$ cat config.mk
export PLATFORM = sky130hd
export DESIGN_NAME = pder_phy_diag_event_regs
export DESIGN_NICKNAME = d
export VERILOG_FILES = /design/src/rtl/pder_pkg.sv /design/src/rtl/pder_phy_diag_event_regs.sv /design/src/rtl/pder_event_flags.sv
export SDC_FILE = /design/constraint.sdc
export NUM_CORES = 1
export LEC_CHECK = 0
export ABC_CLOCK_PERIOD_IN_PS = 2250
export BUFFER_PORTS_ARGS = -buffer_cell sky130_fd_sc_hd__buf_2
export CAP_MARGIN = 20
export CORE_MARGIN = 5
export CORE_UTILIZATION = 56
export DETAILED_ROUTE_END_ITERATION = 10
export HOLD_SLACK_MARGIN = 0.06
export MAX_ROUTING_LAYER = met4
export PLACE_DENSITY = 0.78
export SETUP_SLACK_MARGIN = 0.05
export SYNTH_ARGS = -nofsm -noshare
export SYNTH_HDL_FRONTEND = slang
export SYNTH_HIERARCHICAL = 1
export SYNTH_SLANG_ARGS = --single-unit
$ cat constraint.sdc
create_clock -name REF_CLK -period 2.25 [get_ports REF_CLK]
set_input_delay 0.1125 -clock REF_CLK [delete_from_list [all_inputs] [get_ports REF_CLK]]
set_output_delay 0.1125 -clock REF_CLK [all_outputs]
set_load 0.05 [all_outputs]
$ cat src/rtl/pder_pkg.sv
package pder_pkg;

   // Register bus geometry
   localparam int ADDR_W = 12;
   localparam int DATA_W = 16;

   // Register offsets within one port's window
   localparam logic [11:0] OFS_CABLE_DIAG_CONTROL      = 12'h124;
   localparam logic [11:0] OFS_PMA_PCS_LINK_STATUS     = 12'h126;
   localparam logic [11:0] OFS_RX_SYMBOL_ERROR_COUNT   = 12'h12a;
   localparam logic [11:0] OFS_PHY_EVENT_CONTROL_STATUS = 12'h136;
   localparam logic [11:0] OFS_CROSSOVER_CONTROL       = 12'h138;

   // cable_diag_control fields
   localparam int DIAG_START_BIT = 15;
   localparam int DIAG_RSV14_BIT = 14;
   localparam int DIAG_PAIR_HI   = 13;
   localparam int DIAG_PAIR_LO   = 12;
   localparam int DIAG_RSV_HI    = 11;
   localparam int DIAG_RSV_LO    = 10;
   localparam int DIAG_FAULT_HI  = 9;
   localparam int DIAG_FAULT_LO  = 8;

   // Pair and fault encodings
   localparam logic [1:0] PAIR_A      = 2'h0;
   localparam logic [1:0] PAIR_B      = 2'h1;
   localparam logic [1:0] PAIR_C      = 2'h2;
   localparam logic [1:0] PAIR_D      = 2'h3;
   localparam logic [1:0] FAULT_NONE  = 2'h0;
   localparam logic [1:0] FAULT_OPEN  = 2'h1;
   localparam logic [1:0] FAULT_SHORT = 2'h2;

   // pma_pcs_link_status fields
   localparam int LINK_1000_BIT = 1;
   localparam int LINK_100_BIT  = 0;

   // phy_event_control_status layout: enables high byte, flags low byte
   localparam int EVENT_N     = 8;
   localparam int EV_JABBER   = 7;
   localparam int EV_RX_ERR   = 6;
   localparam int EV_PAGE_RX  = 5;
   localparam int EV_PD_FAULT = 4;
   localparam int EV_LP_ACK   = 3;
   localparam int EV_LINK_DN  = 2;
   localparam int EV_REM_FLT  = 1;
   localparam int EV_LINK_UP  = 0;

   // crossover_control fields
   localparam int XOVER_FORCE_BIT = 7;
   localparam int XOVER_DIS_BIT   = 6;

   // Reset values
   localparam logic [15:0] RST_CABLE_DIAG = 16'h0000;
   localparam logic [15:0] RST_RX_SYM_CNT = 16'h0000;
   localparam logic [7:0]  RST_EVENT_EN   = 8'h00;
   localparam logic [7:0]  RST_EVENT_FLAG = 8'h00;
   localparam logic [15:0] RST_CROSSOVER  = 16'h0000;

endpackage

$ cat src/rtl/pder_phy_diag_event_regs.sv
`timescale 1ns/1ps

module pder_phy_diag_event_regs
   import pder_pkg::*;
#(
   parameter int AW = ADDR_W,
   parameter int DW = DATA_W
) (
   input  wire logic          REF_CLK,           // Core clock, 50 MHz
   input  wire logic          SYS_RST,           // Async reset, high
   input  wire logic [AW-1:0] ADDR,              // Register offset
   input  wire logic [DW-1:0] WR_DATA,           // Write data
   input  wire logic          WR_EN,             // Write strobe
   input  wire logic          RD_EN,             // Read strobe
   output logic      [DW-1:0] RD_DATA,           // Read data, cycle after strobe
   output logic               CABLE_TEST_RUN,    // Test requested / in progress
   output logic      [1:0]    CABLE_TEST_PAIR,   // Pair under test
   input  wire logic          CABLE_TEST_DONE,   // Front end finished, pulse
   input  wire logic [1:0]    CABLE_TEST_FAULT,  // Fault code with done
   input  wire logic          LINK_1000_UP,      // Gigabit link state
   input  wire logic          LINK_100_UP,       // Fast link state
   input  wire logic          RX_SYM_ERR_FRAME,  // Frame with symbol error, pulse
   input  wire logic [7:0]    PHY_EVENT,         // Event pulses, jabber at bit 7
   output logic               PHY_IRQ,           // Per-port request
   output logic               XOVER_AUTO,        // Automatic crossover on
   output logic               XOVER_MDI          // Forced MDI when auto is off
);

   ////////////////////////////////////////////////////////////////////////////
   // Decode

   function automatic logic hit(input logic [AW-1:0] a, input logic [11:0] ofs);
      hit = (a == AW'(ofs));
   endfunction

   function automatic logic [15:0] sat_inc(input logic [15:0] v);
      // Saturate rather than wrap so a stuck line cannot fake a small count
      sat_inc = (v == 16'hffff) ? v : v + 16'h0001;
   endfunction

   logic wr_diag;
   logic wr_event;
   logic wr_xover;
   logic rd_cnt;
   logic rd_event;

   assign wr_diag  = WR_EN && hit(ADDR, OFS_CABLE_DIAG_CONTROL);
   assign wr_event = WR_EN && hit(ADDR, OFS_PHY_EVENT_CONTROL_STATUS);
   assign wr_xover = WR_EN && hit(ADDR, OFS_CROSSOVER_CONTROL);
   assign rd_cnt   = RD_EN && hit(ADDR, OFS_RX_SYMBOL_ERROR_COUNT);
   assign rd_event = RD_EN && hit(ADDR, OFS_PHY_EVENT_CONTROL_STATUS);

   ////////////////////////////////////////////////////////////////////////////
   // Cable diagnostic

   logic       run_r;
   logic       run_nxt;
   logic [1:0] pair_r;
   logic [1:0] pair_nxt;
   logic [1:0] fault_r;
   logic [1:0] fault_nxt;
   logic       rsv14_r;
   logic       rsv14_nxt;
   logic [1:0] rsv_r;
   logic [1:0] rsv_nxt;

   always_comb begin
      run_nxt   = run_r;
      pair_nxt  = pair_r;
      fault_nxt = fault_r;
      rsv14_nxt = rsv14_r;
      rsv_nxt   = rsv_r;
      if (run_r && CABLE_TEST_DONE) begin
         run_nxt   = 1'b0;
         fault_nxt = CABLE_TEST_FAULT;
      end
      // A write in the done cycle wins: a new start restarts the test
      if (wr_diag) begin
         run_nxt   = WR_DATA[DIAG_START_BIT];
         pair_nxt  = WR_DATA[DIAG_PAIR_HI:DIAG_PAIR_LO];
         rsv14_nxt = WR_DATA[DIAG_RSV14_BIT];
         rsv_nxt   = WR_DATA[DIAG_RSV_HI:DIAG_RSV_LO];
      end
   end

   always_ff @(posedge REF_CLK or posedge SYS_RST) begin
      if (SYS_RST) begin
         run_r   <= RST_CABLE_DIAG[DIAG_START_BIT];
         pair_r  <= RST_CABLE_DIAG[DIAG_PAIR_HI:DIAG_PAIR_LO];
         fault_r <= RST_CABLE_DIAG[DIAG_FAULT_HI:DIAG_FAULT_LO];
         rsv14_r <= RST_CABLE_DIAG[DIAG_RSV14_BIT];
         rsv_r   <= RST_CABLE_DIAG[DIAG_RSV_HI:DIAG_RSV_LO];
      end else begin
         run_r   <= run_nxt;
         pair_r  <= pair_nxt;
         fault_r <= fault_nxt;
         rsv14_r <= rsv14_nxt;
         rsv_r   <= rsv_nxt;
      end
   end

   assign CABLE_TEST_RUN  = run_r;
   assign CABLE_TEST_PAIR = pair_r;

   ////////////////////////////////////////////////////////////////////////////
   // Symbol error frame counter

   logic [15:0] cnt_r;
   logic [15:0] cnt_nxt;

   always_comb begin
      cnt_nxt = cnt_r;
      if (rd_cnt) begin
         cnt_nxt = 16'h0000;
      end
      // A frame in the read cycle is kept as the first of the new count
      if (RX_SYM_ERR_FRAME) begin
         cnt_nxt = rd_cnt ? 16'h0001 : sat_inc(cnt_r);
      end
   end

   always_ff @(posedge REF_CLK or posedge SYS_RST) begin
      if (SYS_RST) begin
         cnt_r <= RST_RX_SYM_CNT;
      end else begin
         cnt_r <= cnt_nxt;
      end
   end

   ////////////////////////////////////////////////////////////////////////////
   // Event flags and enables

   logic [7:0] ev_flags;
   logic [7:0] ev_en;
   logic       irq_w;

   pder_event_flags #(
      .N       (EVENT_N)
   ) u_events (
      .clk     (REF_CLK),
      .rst     (SYS_RST),
      .en_wr   (wr_event),
      .en_data (WR_DATA[15:8]),
      .rd_clr  (rd_event),
      .ev_in   (PHY_EVENT),
      .flags   (ev_flags),
      .enables (ev_en),
      .irq     (irq_w)
   );

   assign PHY_IRQ = irq_w;

   ////////////////////////////////////////////////////////////////////////////
   // Crossover control

   logic [15:0] xover_r;
   logic [15:0] xover_nxt;
   logic        xauto_r;
   logic        xauto_nxt;
   logic        xmdi_r;
   logic        xmdi_nxt;

   always_comb begin
      xover_nxt = wr_xover ? WR_DATA : xover_r;
      xauto_nxt = !xover_nxt[XOVER_DIS_BIT];
      // Force bit is masked while automatic selection owns the pins
      xmdi_nxt  = xover_nxt[XOVER_DIS_BIT] && xover_nxt[XOVER_FORCE_BIT];
   end

   always_ff @(posedge REF_CLK or posedge SYS_RST) begin
      if (SYS_RST) begin
         xover_r <= RST_CROSSOVER;
         xauto_r <= !RST_CROSSOVER[XOVER_DIS_BIT];
         xmdi_r  <= RST_CROSSOVER[XOVER_DIS_BIT] && RST_CROSSOVER[XOVER_FORCE_BIT];
      end else begin
         xover_r <= xover_nxt;
         xauto_r <= xauto_nxt;
         xmdi_r  <= xmdi_nxt;
      end
   end

   assign XOVER_AUTO = xauto_r;
   assign XOVER_MDI  = xmdi_r;

   ////////////////////////////////////////////////////////////////////////////
   // Read data

   logic [15:0] rd_r;
   logic [15:0] rd_nxt;

   always_comb begin
      rd_nxt = 16'h0000;
      if (RD_EN) begin
         if (hit(ADDR, OFS_CABLE_DIAG_CONTROL)) begin
            rd_nxt = {run_r, rsv14_r, pair_r, rsv_r, fault_r, 8'h00};
         end else if (hit(ADDR, OFS_PMA_PCS_LINK_STATUS)) begin
            rd_nxt = {14'h0000, LINK_1000_UP, LINK_100_UP};
         end else if (rd_cnt) begin
            rd_nxt = cnt_r;
         end else if (rd_event) begin
            rd_nxt = {ev_en, ev_flags};
         end else if (hit(ADDR, OFS_CROSSOVER_CONTROL)) begin
            rd_nxt = xover_r;
         end
      end
   end

   always_ff @(posedge REF_CLK or posedge SYS_RST) begin
      if (SYS_RST) begin
         rd_r <= 16'h0000;
      end else begin
         rd_r <= rd_nxt;
      end
   end

   assign RD_DATA = rd_r;
endmodule

$ cat src/rtl/pder_event_flags.sv
`timescale 1ns/1ps

module pder_event_flags
   import pder_pkg::*;
#(
   parameter int N = EVENT_N
) (
   input  wire logic         clk,      // Core clock
   input  wire logic         rst,      // Async reset, high
   input  wire logic         en_wr,    // Write of enable byte
   input  wire logic [N-1:0] en_data,  // New enable bits
   input  wire logic         rd_clr,   // Status read, clears flags
   input  wire logic [N-1:0] ev_in,    // Event pulses
   output logic      [N-1:0] flags,    // Sticky flags
   output logic      [N-1:0] enables,  // Enable bits
   output logic              irq       // Gated request
);

   logic [N-1:0] en_r;
   logic [N-1:0] en_nxt;
   logic [N-1:0] flag_r;
   logic [N-1:0] flag_nxt;
   logic         irq_r;
   logic         irq_nxt;

   always_comb begin
      en_nxt   = en_wr ? en_data : en_r;
      // New event beats the read clear so none is lost
      flag_nxt = (rd_clr ? '0 : flag_r) | ev_in;
      irq_nxt  = |(flag_nxt & en_nxt);
   end

   always_ff @(posedge clk or posedge rst) begin
      if (rst) begin
         en_r   <= RST_EVENT_EN;
         flag_r <= RST_EVENT_FLAG;
         irq_r  <= 1'b0;
      end else begin
         en_r   <= en_nxt;
         flag_r <= flag_nxt;
         irq_r  <= irq_nxt;
      end
   end

   assign flags   = flag_r;
   assign enables = en_r;
   assign irq     = irq_r;
endmodule

==> results.md <==
* Gr usage total at 25.0%
* Register area share after synthesis at approximately half
* Initial antenna violation count at 1
* Crit end category: flop
* FF-to-FF Start: cnt_r[6]
* Crit Path Max Fanout at 7
* Worst Setup EP: cnt_r[13]
* Routed vias at roughly 3200
* Max-Cap Viols at 0
* Crit start category: flop
* Arrival time at the worst endpoint at approximately 2.3 ns
* Netlist cell types at a little under 60
* Buffers added on ports at 67
* Die area at around 8400 um2
* Number of post-CTS setup repair buffers at 0
* Hold Buf Count CTS at 27
* Worst Slack Setup Final at 0.266 ns
* CTS tree: done
* EDFF count, synth at 0
* CTS root buf: clkbuf_8
* Wirelength per Cell at between 15 and 20 um
* First-pass DRT Iterations at 5
* Setup CP Type: reg2reg
* Post-route antenna net violation count at 0
* Worst vdd ir at between 300 and 400 uV
* Final-report max-slew violation count at 0
* Pre-CTS setup slack at 0.181 ns
* IO Count at a little under 70
* Vias in the first global route at around 3200
* Yosys top cell area share at around 50%
* Inserted Clock Buffers at 9
* Chip height at 91.6 um
* # DRC at 0
* Worst path cell trace: nand4_1 > or4b_4 > or4_1 > a21oi_1
* HPWL Detailed at 6920 um
* H-Tree Depth at 3
* R2R cell count at 4
* Grt ovf at 0
* Max_slew headroom at between 40% and 50%
* Placer congestion estimate at ~0.93
* Synth Net Count at ~380
* Layout area overhead at 25.1%
* FFs w/ async S/R, synth at 100%
* Overall die width at 91.6 um
* Clk_lat worst skew at ~0.35 ns
* HP Class: in2reg
* Hold Violations, Final at 0
* Unrepaired setup endpoints after global routing: false
* CP Data Required Time at around 2.5 ns
* Dpl cells at about 470
* Min cycle time layout at about 2 ns
* FF-to-FF End: cnt_r[13]
* Leakage power at between 0.002 and 0.0025 uW
* Mapped Cells at 330
* Slowest CP cell: or4b_4
* Yosys top cell by area: dfrtp_1
* Non-Filler Instances at 516
* Cts repair resizes at 0
* Outcome: complete, no violations
* FMAX at 504 MHz
* CP max stage delay at a little over 0.6 ns
* Vias per cell at approximately 6.2
* # fillers at 459
* Global-route wire length before repair at 16000 um
* Mean post-synth cell area at between 10 and 15 um2
* Fraction of layout cells with a size suffix above 1 at 35.2%
* Setup TNS at 0 ns
* Pwr dens at about 600 nW/um2
* R2R Setup Slk at ~0.27 ns
* Hold depth at 3
* Fin crit share at just under 90%
* Slew @ Worst Pin at about 0.75 ns
* Initial DRC Count at 255
* # nets final at 480
* Final WL at about 9800 um
* Synth warnings at 6
* Reg clk slew, reported paths at approximately 0.08 ns
* Longest Clk Path Bufs at 2
* Top_reg_cell synth: dfrtp_1
* Initial Util at 58.1%
* Tot Pwr at about 2800 uW
* #FFs+latches synth at 75
* Synth top area cells: dfrtp_1 (50%), mux2_4 (6.4%), mux2_2 (4.8%)
* Netlist Area Pre-Place at 3730 um2
* Worst setup path startpoint: cnt_r[6]
* Core area at 6420 um2
* Std cell rows at 29
* Final Setup Violations at 0
* Setup Skew at about 0.0095 ns
* Largest net degree at the start of global routing at 34
* Clk sinks at 75
==> sequential cells by signal (all words and copies together), names as in the netlist <==
signal            cells
RD_DATA              16
cnt_r                16
xover_r              16
u_events/enables      8
u_events/flags        8
CABLE_TEST_PAIR       2
fault_r               2
rsv_r                 2
CABLE_TEST_RUN        1
XOVER_AUTO            1
XOVER_MDI             1
rsv14_r               1
u_events/irq          1
==> metal layers <==
metal / part of all wire (%) / vias up / track usage [%]
met5: 0 / - / -
met4: 2.5 / 0 / 10.7
met3: 4.8 / 22 / 3.31
met2: 50 / 118 / 40.0
met1: 42 / 1580 / 32.1
li1: - / 1454 / -
==> worst min-delay path by stage <==
stage	startpoint	endpoint
global placement	SYS_RST	u_events/flags[5]
global route	LINK_1000_UP	RD_DATA[1]
floorplan	SYS_RST	u_events/enables[0]
finish	LINK_1000_UP	RD_DATA[1]
CTS	LINK_1000_UP	RD_DATA[1]
detailed placement	SYS_RST	u_events/enables[6]
==> where the power goes <==
| part | internal [uW] | switching [uW] | total (uW) | leakage (uW) |
|---|---|---|---|---|
| registers | 1400 | 73.0 | 1470 | 0.000991 |
| logic | 134 | 158 | 292 | 0.000992 |
| clock network | 543 | 511 | 1050 | 0.000106 |
==> worst max-delay path, delay by kind of cell (launching register included) <==
family / cells / cell delay [ns]
flops: 1 / 0.45
simple gates: 3 / 1.30
compound gates: 1 / 0.15
==> through the flow <==
stage          hold WS (ns)  cell area [um2]  utilization, %
2_1_floorplan        0.0386             3730               -
3_3_place_gp          0.236             4190            65.2
3_5_place_dp          0.239             4190            65.2
4_1_cts               0.106             4660            72.6
5_1_grt               0.106             4660            72.6
6_report              0.122             4660            72.6
==> layout by cell type, fill, tap and decap left out, types with 9 or more instances in the layout <==
cell type and instances:
nor2_1 12, clkbuf_8 10, mux2_4 16, nor3_1 9
nand4_1 11, mux2_2 16, a21oi_1 19, dlygate4sd3_1 27
buf_2 67, o21ai_0 9, nand2_1 20, buf_4 15
dfrtp_1 74, or2_2 9
==> cell type report <==
type | count | area, um2 | area share, %
clock buffers | 10 | 138 | 2.95
flip-flops and latches | 75 | 1880 | 40.3
clock inverters | 6 | 62.6 | 1.34
diodes | 1 | 2.50 | 0.0537
repair buffers | 110 | 738 | 15.8
multi-input cells | 231 | 1730 | 37.0
inverters | 6 | 22.5 | 0.483
well taps | 77 | 96.3 | 2.07
==> Yosys cell counts (7+ instances only) <==
library cell,n
a21oi_1,19
clkbuf_1,12
dfrtp_1,74
mux2_2,16
mux2_4,16
nand2_1,20
nand4_1,11
nor2_1,12
nor3_1,9
nor4_1,7
o21ai_0,9
or2_2,9
or3_1,8
==> logic make-up after synthesis <==
family	Yosys count	share of synthesized area, %
compound gates	77	14.4
fa+ha+maj	1	0.336
buf+inv	24	3.52
flops	75	50.4
mux	34	11.8
simple gates	119	19.5
Note: power is estimated with default switching activity, not from simulation.
